<file path="src/rie_pkg.sv">
// constants and types shared by the reduced isa expansion port
package rie_pkg;

    // ************************************
    // processor addresses
    // ************************************
    localparam logic [31:0] ADDR_SEL_ADDR = 32'h1100_0780;
    localparam logic [31:0] IRQ_MASK_ADDR = 32'h1100_0784;
    localparam logic [31:0] IRQ_PEND_ADDR = 32'h1100_0788;
    localparam logic [31:0] PORT_STAT_ADDR = 32'h1100_078C;
    localparam logic [31:0] MEM_WIN_BASE = 32'h1B80_0000;
    localparam logic [31:0] IO_WIN_BASE = 32'h1BC0_0000;
    localparam int WIN_LSB = 22;

    // ************************************
    // field layout and reset values
    // ************************************
    localparam int BANK_W = 2;
    localparam int MEM_BANK_LSB = 0;
    localparam int IO_BANK_LSB = 4;
    localparam int SEL_W = 8;
    localparam logic [7:0] ADDR_SEL_RESET = 8'h00;
    localparam int IRQ_NUM = 4;
    localparam int EDGE_IRQ = 0;
    localparam logic [3:0] IRQ_MASK_RESET = 4'hE;
    localparam int DMA_NUM = 2;
    localparam int STAT_WIDE_BIT = 0;
    localparam int STAT_BUSY_BIT = 1;
    localparam int STAT_DREQ_LSB = 2;

    // ************************************
    // card bus shape and timing
    // ************************************
    localparam int ISA_ADDR_W = 22;
    localparam int ISA_DATA_W = 16;
    localparam int LANE_W = 8;
    localparam int WAIT_CNT_W = 2;
    localparam logic [1:0] WAIT_CYCLES = 2'h2;
    localparam logic [3:0] CMD_IDLE = 4'hF;

    typedef enum logic [2:0] {ST_IDLE, ST_ADDR, ST_CMD, ST_DONE} rie_state_t;
    typedef enum logic [2:0] {
        SEL_NONE, SEL_ADDR, SEL_MASK, SEL_PEND, SEL_STAT, SEL_MEM, SEL_IO
    } rie_sel_t;

endpackage : rie_pkg

</file>
<file path="src/rie_irq_sense.sv">
// interrupt input sensing and masking for the expansion port
`timescale 1ns/1ps
module rie_irq_sense (
    // clock and reset
    input wire logic pclk,
    input wire logic presetn,
    // card side
    input wire logic [rie_pkg::IRQ_NUM-1:0] irq_pin,
    // control
    input wire logic [rie_pkg::IRQ_NUM-1:0] irq_mask,
    input wire logic [rie_pkg::IRQ_NUM-1:0] pend_clear,
    // status and requests
    output logic [rie_pkg::IRQ_NUM-1:0] irq_pend,
    output logic [rie_pkg::IRQ_NUM-1:0] irq_req
);
    import rie_pkg::*;

    logic [IRQ_NUM-1:0] pin_prev_reg;
    logic [IRQ_NUM-1:0] pend_reg;
    logic [IRQ_NUM-1:0] req_reg;

    // ************************************
    // per-line sense
    // ************************************
    genvar k;
    generate
        for (k = 0; k < IRQ_NUM; k++) begin : g_line
            always_ff @(posedge pclk or negedge presetn) begin
                if (!presetn) begin
                    pin_prev_reg[k] <= 1'b0;
                    pend_reg[k] <= 1'b0;
                end else begin
                    pin_prev_reg[k] <= irq_pin[k];
                    if (k == EDGE_IRQ) begin
                        // a new edge beats a clear in the same cycle
                        if (irq_pin[k] && !pin_prev_reg[k]) begin
                            pend_reg[k] <= 1'b1;
                        end else if (pend_clear[k]) begin
                            pend_reg[k] <= 1'b0;
                        end
                    end else begin
                        pend_reg[k] <= irq_pin[k];
                    end
                end
            end
        end
    endgenerate

    always_ff @(posedge pclk or negedge presetn) begin
        if (!presetn) begin
            req_reg <= '0;
        end else begin
            req_reg <= pend_reg & ~irq_mask;
        end
    end

    assign irq_pend = pend_reg;
    assign irq_req = req_reg;
endmodule : rie_irq_sense

</file>
<file path="src/rie_port.sv">
// reduced isa expansion port: apb bridge to a two-wait card bus
// ************************************
// Functional notes
// - memory cycles drive upper card address from select register bits 1:0
// - i/o cycles are memory mapped; upper address from select bits 5:4
// - every card cycle carries two wait cycles
// - eight-bit cycles use the same two-wait timing, and chan_ready low stretches them like wide ones
// - four interrupt request inputs, lines one to four
// - no low-megabyte memory strobes are generated here
// - two dma request inputs and two acknowledge outputs, active low
// - external buffer gate (active low) and direction outputs
// - eight-bit targets exchange data on the low lane only
// - no internal pull-up; undriven wide-select reads high, narrow
// - address lines stay latched for the whole cycle; no latch strobe
// - interrupt line one is sensed on its rising edge
// - interrupt lines two to four are masked after reset
// - no channel-check input exists
// - no bus clock output; everything is timed by pclk
// - memory window 1B800000h..1BBFFFFFh, i/o window the 4 MB above
// - upper-address select register sits at 11000780h
// ************************************
`timescale 1ns/1ps
module rie_port (
    // clock and reset
    input wire logic pclk,
    input wire logic presetn,
    // apb slave
    input wire logic psel,
    input wire logic penable,
    input wire logic pwrite,
    input wire logic [31:0] paddr,
    input wire logic [31:0] pwdata,
    output logic [31:0] prdata,
    output logic pready,
    output logic pslverr,
    // card address and data
    output logic [rie_pkg::BANK_W-1:0] card_upper_addr,
    output logic [rie_pkg::ISA_ADDR_W-1:0] isa_addr,
    input wire logic [rie_pkg::ISA_DATA_W-1:0] isa_data_in,
    output logic [rie_pkg::ISA_DATA_W-1:0] isa_data_out,
    output logic [1:0] isa_data_oe,
    // card strobes and responses
    output logic mem_read_n,
    output logic mem_write_n,
    output logic io_read_n,
    output logic io_write_n,
    input wire logic mem_wide_sel_n,
    input wire logic io_wide_sel_n,
    input wire logic chan_ready,
    // external data buffer
    output logic ext_buffer_gate_n,
    output logic ext_buffer_rd,
    // interrupts
    input wire logic [rie_pkg::IRQ_NUM-1:0] irq_pin,
    output logic [rie_pkg::IRQ_NUM-1:0] irq_req,
    // dma
    input wire logic [rie_pkg::DMA_NUM-1:0] dma_request_n,
    output logic [rie_pkg::DMA_NUM-1:0] dma_acknowledge_n,
    output logic [rie_pkg::DMA_NUM-1:0] cpu_dma_req,
    input wire logic [rie_pkg::DMA_NUM-1:0] cpu_dma_ack
);
    import rie_pkg::*;

    // ************************************
    // decode
    // ************************************
    function automatic rie_sel_t decode(input logic [31:0] a);
        rie_sel_t s;
        s = SEL_NONE;
        if (a[31:WIN_LSB] == MEM_WIN_BASE[31:WIN_LSB]) s = SEL_MEM;
        else if (a[31:WIN_LSB] == IO_WIN_BASE[31:WIN_LSB]) s = SEL_IO;
        else if (a == ADDR_SEL_ADDR) s = SEL_ADDR;
        else if (a == IRQ_MASK_ADDR) s = SEL_MASK;
        else if (a == IRQ_PEND_ADDR) s = SEL_PEND;
        else if (a == PORT_STAT_ADDR) s = SEL_STAT;
        return s;
    endfunction : decode

    // one-hot low strobe: bit0 mem rd, bit1 mem wr, bit2 io rd, bit3 io wr
    function automatic logic [3:0] strobe_code(input logic io, input logic wr);
        logic [3:0] c;
        c = CMD_IDLE;
        c[{io, wr}] = 1'b0;
        return c;
    endfunction : strobe_code

    rie_sel_t sel;
    rie_state_t state_reg;
    logic acc;
    logic isa_hit;
    logic reg_wr;
    logic io_reg;
    logic wr_reg;
    logic wide_reg;
    logic [WAIT_CNT_W-1:0] wait_cnt_reg;
    logic [3:0] cmd_n_reg;
    logic [SEL_W-1:0] addr_sel_reg;
    logic [IRQ_NUM-1:0] irq_mask_reg;
    logic [IRQ_NUM-1:0] irq_pend;
    logic [IRQ_NUM-1:0] pend_clear;
    logic [31:0] prdata_reg;
    logic [DMA_NUM-1:0] dreq_reg;
    logic [DMA_NUM-1:0] dack_n_reg;

    assign sel = decode(paddr);
    assign acc = psel && penable;
    assign isa_hit = (sel == SEL_MEM) || (sel == SEL_IO);
    // card cycles hold the apb access phase until the card cycle is over
    assign pready = acc && (!isa_hit || (state_reg == ST_DONE));
    assign pslverr = acc && (sel == SEL_NONE);
    assign reg_wr = acc && pwrite && !isa_hit;

    // ************************************
    // registers
    // ************************************
    always_ff @(posedge pclk or negedge presetn) begin
        if (!presetn) begin
            addr_sel_reg <= ADDR_SEL_RESET;
            irq_mask_reg <= IRQ_MASK_RESET;
        end else if (reg_wr) begin
            if (sel == SEL_ADDR) addr_sel_reg <= pwdata[SEL_W-1:0];
            if (sel == SEL_MASK) irq_mask_reg <= pwdata[IRQ_NUM-1:0];
        end
    end

    assign pend_clear = (reg_wr && sel == SEL_PEND) ? pwdata[IRQ_NUM-1:0] : '0;

    // register reads load in the setup phase so data is ready with pready
    always_ff @(posedge pclk or negedge presetn) begin
        if (!presetn) begin
            prdata_reg <= '0;
        end else if (psel && !penable) begin
            case (sel)
                SEL_ADDR: prdata_reg <= {24'h0, addr_sel_reg};
                SEL_MASK: prdata_reg <= {28'h0, irq_mask_reg};
                SEL_PEND: prdata_reg <= {28'h0, irq_pend};
                SEL_STAT: prdata_reg <= {28'h0, dreq_reg, (state_reg != ST_IDLE), wide_reg};
                default: prdata_reg <= '0;
            endcase
        end else if (state_reg == ST_CMD && wait_cnt_reg == WAIT_CYCLES && chan_ready) begin
            if (wide_reg) prdata_reg <= {16'h0, isa_data_in};
            else prdata_reg <= {24'h0, isa_data_in[LANE_W-1:0]};
        end
    end
    assign prdata = prdata_reg;

    // ************************************
    // card cycle sequencer
    // ************************************
    always_ff @(posedge pclk or negedge presetn) begin
        if (!presetn) begin
            state_reg <= ST_IDLE;
            io_reg <= 1'b0;
            wr_reg <= 1'b0;
            wide_reg <= 1'b0;
            wait_cnt_reg <= '0;
            cmd_n_reg <= CMD_IDLE;
            card_upper_addr <= '0;
            isa_addr <= '0;
            isa_data_out <= '0;
            isa_data_oe <= '0;
            ext_buffer_gate_n <= 1'b1;
            ext_buffer_rd <= 1'b1;
        end else begin
            case (state_reg)
                ST_IDLE: begin
                    if (acc && isa_hit) begin
                        // address is latched once and held: no latch strobe
                        io_reg <= (sel == SEL_IO);
                        wr_reg <= pwrite;
                        isa_addr <= paddr[ISA_ADDR_W-1:0];
                        if (sel == SEL_IO) begin
                            card_upper_addr <= addr_sel_reg[IO_BANK_LSB +: BANK_W];
                        end else begin
                            card_upper_addr <= addr_sel_reg[MEM_BANK_LSB +: BANK_W];
                        end
                        isa_data_out <= pwdata[ISA_DATA_W-1:0];
                        isa_data_oe <= {1'b0, pwrite};
                        ext_buffer_gate_n <= 1'b0;
                        ext_buffer_rd <= !pwrite;
                        state_reg <= ST_ADDR;
                    end
                end
                ST_ADDR: begin
                    // pins idle high without a driver, so high means narrow
                    wide_reg <= io_reg ? !io_wide_sel_n : !mem_wide_sel_n;
                    isa_data_oe[1] <= wr_reg && (io_reg ? !io_wide_sel_n : !mem_wide_sel_n);
                    cmd_n_reg <= strobe_code(io_reg, wr_reg);
                    wait_cnt_reg <= '0;
                    state_reg <= ST_CMD;
                end
                ST_CMD: begin
                    // the wait count is the same for both widths
                    if (wait_cnt_reg != WAIT_CYCLES) begin
                        wait_cnt_reg <= wait_cnt_reg + 1'b1;
                    end else if (chan_ready) begin
                        cmd_n_reg <= CMD_IDLE;
                        state_reg <= ST_DONE;
                    end
                end
                ST_DONE: begin
                    // buffer stays open one cycle after the strobe for data hold
                    ext_buffer_gate_n <= 1'b1;
                    isa_data_oe <= '0;
                    state_reg <= ST_IDLE;
                end
                default: state_reg <= ST_IDLE;
            endcase
        end
    end

    // every card strobe comes from a pclk flop; no separate bus clock exists
    assign mem_read_n = cmd_n_reg[0];
    assign mem_write_n = cmd_n_reg[1];
    assign io_read_n = cmd_n_reg[2];
    assign io_write_n = cmd_n_reg[3];

    // ************************************
    // interrupts and dma
    // ************************************
    // only the four request lines feed interrupts; no channel-check input
    rie_irq_sense u_irq (
        .pclk(pclk),
        .presetn(presetn),
        .irq_pin(irq_pin),
        .irq_mask(irq_mask_reg),
        .pend_clear(pend_clear),
        .irq_pend(irq_pend),
        .irq_req(irq_req)
    );

    // the processor dma engine moves memory to memory; the pins just relay
    always_ff @(posedge pclk or negedge presetn) begin
        if (!presetn) begin
            dreq_reg <= '0;
            dack_n_reg <= '1;
        end else begin
            dreq_reg <= ~dma_request_n;
            dack_n_reg <= ~cpu_dma_ack;
        end
    end
    assign cpu_dma_req = dreq_reg;
    assign dma_acknowledge_n = dack_n_reg;
endmodule : rie_port
</file>
<file path="config.mk">
export PLATFORM = sky130hd
export DESIGN_NAME = rie_port
export DESIGN_NICKNAME = d
export VERILOG_FILES = /design/src/rie_pkg.sv /design/src/rie_irq_sense.sv /design/src/rie_port.sv
export SDC_FILE = /design/constraint.sdc
export NUM_CORES = 1
export LEC_CHECK = 0
export BUFFER_PORTS_ARGS = -buffer_cell sky130_fd_sc_hd__buf_2
export CAP_MARGIN = 20
export CORE_MARGIN = 4
export CORE_UTILIZATION = 45
export CTS_BUF_LIST = sky130_fd_sc_hd__clkbuf_4
export CTS_CLUSTER_SIZE = 10
export DETAILED_ROUTE_END_ITERATION = 12
export GPL_ROUTABILITY_DRIVEN = 0
export PLACE_DENSITY = 0.89
export SLEW_MARGIN = 20
export SYNTH_ARGS = -nofsm -noshare
export SYNTH_HDL_FRONTEND = slang
export SYNTH_SLANG_ARGS = --single-unit
</file>
<file path="constraint.sdc">
create_clock -name pclk -period 2.2 [get_ports pclk]
set_clock_uncertainty 0.1 [all_clocks]
set_input_delay 0.66 -clock pclk [delete_from_list [all_inputs] [get_ports pclk]]
set_output_delay 0.66 -clock pclk [all_outputs]
set_load 0.02 [all_outputs]
</file>
==> results.cfg, run 1 <==
[synthesis]
seq_area_frac_synth_pct = 52.37
synthArstFlopShare_pct = 100.0
synthFlopType = dfrtp_1
synth-edff-count = 0
synth_cell_types = 47
avgSynthCellArea_sq_um = 12.37
yosys_warnings = 0
syn_inst = 373
ys_ff_latch = 96
synthesis.area_sq_um = 4613

[setup_path]
worst-path-buf-inv = 2
path_cells = buf_2 > nor4b_4 > nand4_1 > nor2_4 > nor3_2 > buf_4
end_kind = output port
rr_startpoint = state_reg[0]
max_stage_delay_ps = 290
crit_path_start_kind = primary input
crit_family = simple AND/OR/NAND/NOR gates
cpMaxStageDelayCell = nor4b_4
critPathLaunch = paddr[16]
crit_required_ps = 1440
critPathMaxFanout = 2
worstSetupPathType = in2out
critical_path_arrival_ps = 1690

[run]
maxCapViolCount = 0

[timing]
hold_violations = 0
setup_violations = 49
final_critical_path_setup_slack_ps = -245.5
fin_crit_sh_pct = 111.2
slew_viol_final = 0
rsz0062_at_grt = yes
fin_setup_tns_ps = -2235
finalCriticalPeriod_ps = 2445
clock.fmax_ghz = 0.4089
whs_ps = 39.85

[power_and_ir_drop]
power_leakage_nw = 3.277
power.internal_mw = 2.747
p_sw_share_pct = 32.41
p_comb_share_pct = 26.1
peakVddDrop_mv = 0.4286
p_seq_share_pct = 50.7
pwr_density_cell_nw_per_um2 = 663.6
switchingPower_mw = 1.317
pwr-share-clk_pct = 23.3

[outcome]
violations = setup timing
status = finished, violations left

[routing]
detail_route.wl_per_cell_microns = 17.71
antenna_left = 0
firstDrtPassIters = 6
drtIter0Drc = 270
via_per_inst = 5.189
drc = 0
via_count = 3622
totalWireLength_mm = 12.36

[clocking]
cts.root.buffer_cell = clkbuf_4
htree_levels = 3
hold_buffers = 0
ctsLongestPathBuffers = 2
cts.clk_slew.worst_paths_ps = 150
clock_latency_ps = 440
cts_tree = done
numCtsBuffers = 9
cts_sinks = 96

[final_layout]
fin_cells = 698
fin_nets = 661
area_growth_pct = 32.74
largest_reg_flops = 22
drive_above_1_share_pct = 53.98
antenna_cells = 0

[grt]
antenna_found_initial = 0
grt_overflow = 0
grt_max_degree = 46
grt_pass1_vias = 3845
track_usage_pct = 20.53
grt_pass1_wl_mm = 19.00

[placed_design]
dpl.hpwl_mm = 8.847
port_buffers = 153
place_inst = 667

[floorplan]
dieWidth_microns = 109.3
core_sq_um = 9864
core.rowCount = 36
die_y_microns = 109.3
pin_count = 186
initial_utilization_pct = 46.77
die-area_sq_um = 11940

[worst_hold_path]
hold_path_class = in2async
cells in the mapped netlist, drive strengths merged, types with 2 or more instances:
cell type	number	share of area, %
a221oi	8	1.5
buf	23	4.9
mux2i	8	1.7
nor2	15	1.2
and3	4	0.54
inv	10	0.81
dfrtp	85	46
a22o	4	0.76
nor4b	4	1.4
nor3	5	0.79
nand3b	2	0.33
dfstp	11	6.3
o21ai	25	3.1
o2bb2ai	4	0.76
nor4	3	0.41
clkbuf	11	0.90
nand2b	10	1.4
nand3	13	1.8
o21bai	4	0.65
and2	2	0.33
a21oi	18	2.0
nand2	29	2.4
ha	5	1.4
mux2	52	16
nand4	3	0.54
nor2b	5	0.68
worst reg2reg max path: cells and delay by family (launching register included):
kind,cells,cell delay [ps]
simple gates,1,460
flops,1,450
buf+inv,3,450
mux,1,300
fa+ha+maj,1,270
routing by layer:
metal  part of all wire (%)  track usage, %  vias to the layer above
met4                    1.8           5.877                        0
met1                     40           26.28                     1785
met3                    6.4           4.618                       31
met5                      0               0                        -
met2                     51           34.96                      146
li1                       -               -                     1660
power by group through the flow:
stage / combinational (mW) / sequential, mW / clock [mW]
3_5_place_dp: 1.02 / 2.09 / 0
5_1_grt: 1.18 / 2.08 / 1.05
6_report: 1.06 / 2.06 / 0.946
4_1_cts: 1.04 / 2.06 / 0.973
2_1_floorplan: 0.560 / 2.17 / 0
3_3_place_gp: 0.972 / 2.08 / 0
cell type report:
cell class | instances | area (sq um)
Timing Repair Buffer | 195 | 1234
Clock buffer | 12 | 90.09
Inverter | 10 | 37.54
Multi-Input combinational cell | 248 | 2135
Sequential cell | 96 | 2416
Tap cell | 133 | 166.4
Clock inverter | 4 | 45.04
Fill cell | 779 | 3741
kinds of logic after synthesis:
logic type	synth area share, %
buffers and inverters	6.645
adder cells (fa/ha/maj)	1.356
AND/OR/NAND/NOR	12.45
flip-flops	52.37
multiplexers	17.52
AO/OA/AOI/OAI	9.575
other	0.08129
metrics by stage:
stage	setup slack, ps	area [sq um]	total power [mW]	util [%]
6_report	-245.5	6123	4.064	62.08
5_1_grt	-313.6	6123	4.310	62.08
4_1_cts	-262.4	5927	4.073	60.08
3_5_place_dp	-504.9	5644	3.112	57.22
3_3_place_gp	-491.5	5644	3.051	57.22
2_1_floorplan	-113.6	4750	2.735	-
placed cells by master, fill, tap and decap left out, types with 11 or more instances in the layout:
cell type and n:
a21oi_1 18, buf_2 145, buf_4 32, buf_6 12
clkbuf_4 12, conb_1 16, dfrtp_1 85, dfstp_2 11
mux2_2 12, mux2_4 40, nand2_1 24, nand3_1 11
nor2_1 13, o21ai_0 19
path summary, 6_finish.rpt:
path | endpoint | slack (ps) | depth (start not counted)
setup / recovery | pslverr | -250 | 6
hold / removal | isa_data_oe[1] | 40 | 1
setup reg to reg | isa_addr[12] | 70 | 6
hold reg to reg | ext_buffer_rd | 390 | 2
max in group asynchronous | dma_acknowledge_n[1] | 1310 | 2
min in group pclk | dma_acknowledge_n[0] | 210 | 2
timing repair:
| item | CTS | global route |
|---|---|---|
| gates resized for setup | 18 | 22 |
| pin swaps | 10 | 11 |
| gates cloned | 0 | 3 |
| setup buffers | 6 | 8 |
| endpoints found under the setup margin | 2 | 59 |
Power figures use the tool's default switching activity.
==> run 2, diff against run 1 <==
Settings changed: PLACE_DENSITY 0.89 to 0.9, SYNTH_HIERARCHICAL set to 1.
==> results.cfg, run 2 <==
[outcome]
status = finished, violations left
violations = setup timing

[routing]
antenna_left = 0
detail_route.wl_per_cell_microns = 16.14
totalWireLength_mm = 10.90
firstDrtPassIters = 4
drc = 0
via_per_inst = 5.133
drtIter0Drc = 144
via_count = 3465

[clocking]
cts_tree = done
cts.root.buffer_cell = clkbuf_4
htree_levels = 3
ctsLongestPathBuffers = 2
cts.clk_slew.worst_paths_ps = 160
cts_sinks = 96
numCtsBuffers = 9
clock_latency_ps = 420
hold_buffers = 0

[run]
maxCapViolCount = 0

[setup_path]
crit_required_ps = 1440
worst-path-buf-inv = 2
worstSetupPathType = in2out
critPathMaxFanout = 2
cpMaxStageDelayCell = nor4_4
crit_family = simple AND/OR/NAND/NOR gates
r2r_end = prdata[9]
max_stage_delay_ps = 310
path_cells = buf_2 > nor4_4 > nand4_2 > nor2_4 > a21oi_2 > buf_6
crit_cells = 6
rrSetupSlack_ps = 220
critical_path_arrival_ps = 1680
rr_startpoint = state_reg[0]
crit_path_start_kind = primary input
r2r_cells = 6
end_kind = output port

[timing]
setup_violations = 18
hold_violations = 0
finalCriticalPeriod_ps = 2436
slew_viol_final = 0
rsz0062_at_grt = yes
slew_headroom_pct = 66.71
whs_ps = 69.21
fin_crit_sh_pct = 110.7
clock.fmax_ghz = 0.4106
worstMarginPinSlew_ps = 498.3
final_critical_path_setup_slack_ps = -235.6

[power_and_ir_drop]
switchingPower_mw = 1.196
pwr-share-clk_pct = 23.8
p_comb_share_pct = 22.2
power_leakage_nw = 3.124
total_power_mw = 3.672
p_seq_share_pct = 54.0
pwr_density_cell_nw_per_um2 = 634.2
peakVddDrop_mv = 0.3251
p_sw_share_pct = 32.57
power.internal_mw = 2.476

[final_layout]
layout_commonest_cell = buf_2
drive_above_1_share_pct = 53.11
layout_common_cells = buf_2, dfrtp_1, mux2_2
antenna_cells = 0
largest_reg_flops = 22
fin_nets = 642
area_growth_pct = 30.97

[floorplan]
core.rowCount = 35
die-area_sq_um = 11470
core_sq_um = 9415
die_y_microns = 107.1
pin_count = 186
initial_utilization_pct = 46.95
dieWidth_microns = 107.1

[grt]
track_usage_pct = 18.78
grt_overflow = 0
grt_pass1_wl_mm = 17.22
antenna_found_initial = 0
grt_pass1_vias = 3585
grt_max_degree = 35

[synthesis]
yosys_warnings = 6
avgSynthCellArea_sq_um = 12.25
syn_inst = 361
synthesis.area_sq_um = 4420

[placed_design]
dpl.hpwl_mm = 8.445
port_buffers = 153

[worst_hold_path]
hold_path_class = in2async
==> run 2: through the flow <==
step	instances	util, %	instance area (sq um)	setup slack [ps]	setup TNS (ps)
CTS	671	60.65	5710	-190.3	-350.4
global route	675	61.49	5789	-280.3	-3159
global placement	651	58.06	5466	-290.9	-5889
finish	675	61.49	5789	-235.6	-2578
floorplan	376	-	4516	-36.80	-294.8
detailed placement	651	58.06	5466	-385.7	-8447
==> run 2: cell type report <==
| type | count | area (sq um) |
|---|---|---|
| multi-input combinational | 236 | 1906 |
| clock buffer | 9 | 67.56 |
| clock inverter | 7 | 66.31 |
| timing repair buffer | 185 | 1124 |
| sequential | 96 | 2416 |
| tap | 129 | 161.4 |
| fill | 745 | 3626 |
| inverter | 13 | 48.80 |
==> run 2: power by group through the flow <==
stage / logic, mW / clock network [mW] / registers, mW
after floorplan: 0.451 / 0 / 2.05
after global placement: 0.754 / 0 / 2.00
after detailed placement: 0.794 / 0 / 2.02
after CTS: 0.813 / 0.918 / 1.98
after global routing: 0.899 / 0.990 / 2.00
final: 0.816 / 0.875 / 1.98
==> run 2: routing by layer <==
layer	GRT usage (%)	up-vias	part of all wire, %
met2	33.96	128	53
li1	-	1610	-
met3	3.371	30	5.9
met1	22.22	1697	38
met5	0	-	0
met4	6.758	0	2.9
==> run 2: worst max-delay path by stage <==
stage / start / to / slack [ps]
3_5_place_dp: paddr[21] / prdata[0] / -390
3_3_place_gp: paddr[13] / irq_mask_reg[0] / -290
2_1_floorplan: paddr[27] / addr_sel_reg[0] / -40
4_1_cts: paddr[20] / pslverr / -190
6_report: paddr[13] / pslverr / -240
5_1_grt: paddr[4] / pslverr / -280
==> run 2: timing repair <==
item | CTS | global route
setup endpoints to repair | 2 | 8
gates resized for setup | 15 | 11
setup buffers | 4 | 4
hold endpoints to repair | 0 | 0
pin swaps | 7 | 9
==> run 3, diff against run 2 <==
Clock period 2.2 ns to 2 ns, I/O delays scaled along.
==> results.cfg, run 3 (synthesis results as in run 2) <==
[routing]
detail_route.wl_per_cell_microns = 17.08
antenna_left = 0
drtIter0Drc = 155
totalWireLength_mm = 11.56
via_count = 3511
drc = 0
firstDrtPassIters = 4
via_per_inst = 5.186

[placed_design]
placed_area_sq_um = 5478
port_buffers = 153
dpl.hpwl_mm = 8.503
place_worst_setup_slack_ps = -499.7
place_inst = 653

[grt]
track_usage_pct = 19.60
grt_pass1_wl_mm = 17.83
antenna_found_initial = 0
grt_max_degree = 74
grt_overflow = 0
grt_pass1_vias = 3615

[timing]
worstMarginPinSlew_ps = 555.6
slew_viol_final = 0
hold_violations = 0
setup_violations = 18
final_critical_path_setup_slack_ps = -307.2
slew_headroom_pct = 62.96
clock.fmax_ghz = 0.4334
whs_ps = 141.7
fin_crit_sh_pct = 115.4
finalCriticalPeriod_ps = 2307
rsz0062_at_grt = yes

[floorplan]
core_sq_um = 9415
dieWidth_microns = 107.1
die-area_sq_um = 11470
pin_count = 186
die_y_microns = 107.1
core.rowCount = 35
initial_utilization_pct = 46.95

[clocking]
cts_tree = done
cts_sinks = 96
ctsLongestPathBuffers = 2
htree_levels = 3
cts.root.buffer_cell = clkbuf_4
clock_latency_ps = 430
numCtsBuffers = 9
cts.clk_slew.worst_paths_ps = 160

[setup_path]
r2r_cells = 7
crit_required_ps = 1300
critical_path_arrival_ps = 1610
worstSetupPathType = in2out
crit_path_start_kind = primary input
end_kind = output port
critPathMaxFanout = 2

[run]
maxCapViolCount = 0

[final_layout]
fin_nets = 644
drive_above_1_share_pct = 54.93
fin_cells = 677
design_area_sq_um = 5913
antenna_cells = 0
largest_reg_flops = 22
layout_common_cells = buf_2, dfrtp_1, mux2_2
area_growth_pct = 33.77
layout_commonest_cell = buf_2

[power_and_ir_drop]
peakVddDrop_mv = 0.3049
power_leakage_nw = 3.163
pwr_density_cell_nw_per_um2 = 693.3

[worst_hold_path]
hold_path_class = in2reg
min_path_cells = 2

[outcome]
status = finished, violations left
violations = setup timing
## run 3: final timing paths
check,start,end,slack (ps)
hold / removal,cpu_dma_ack[0],dma_acknowledge_n[0],140
max in group asynchronous,presetn,ext_buffer_gate_n,760
setup reg to reg,wait_cnt_reg[0],prdata[0],220
min in group asynchronous,presetn,isa_addr[4],390
setup / recovery,paddr[12],pslverr,-310
hold reg to reg,u_irq/pin_prev_reg[0],u_irq/irq_pend[0],370
## run 3: report_power, final
group / switching [mW] / total (mW) / internal (mW)
registers: 0.108 / 2.18 / 2.08
logic: 0.556 / 0.949 / 0.393
clock network: 0.672 / 0.967 / 0.296
total: 1.34 / 4.10 / 2.76
## run 3: worst max-delay path, cell delays in order
cell and delay, ps:
buf_2 130, nor4_4 310, nand4_2 190, nor2_4 160
a21oi_2 70, buf_6 140
## run 3: what timing repair did
item                                    CTS  global route
cloned                                    0             0
gates resized for setup                  17            31
pin swaps                                 7            21
buffers inserted                          4             4
hold buffers                              1             0
endpoints found under the setup margin    4            26
endpoints found under the hold margin     5             0
## run 3: area by class of cell
| class | count | area, sq um |
|---|---|---|
| clock buffers | 11 | 82.58 |
| repair buffers | 187 | 1164 |
| well taps | 129 | 161.4 |
| inverters | 13 | 48.80 |
| fillers | 708 | 3502 |
| flip-flops and latches | 96 | 2416 |
| clock inverters | 5 | 41.29 |
| multi-input cells | 236 | 1999 |
## run 3: metal layers
metal | GRT usage (%) | wire (microns) | vias up
li1 | - | - | 1613
met1 | 23.85 | 4598 | 1737
met2 | 34.18 | 5958 | 138
met3 | 4.515 | 730 | 23
met4 | 6.575 | 274 | 0
met5 | 0 | 0 | -
## run 3: per-stage QoR
step	util (%)	power, mW	TNS, ps
2_1_floorplan	-	2.753	-3309
3_3_place_gp	58.18	3.053	-11780
3_5_place_dp	58.18	3.112	-14150
4_1_cts	60.82	4.077	-633.9
5_1_grt	62.80	4.339	-3745
6_report	62.80	4.100	-3047
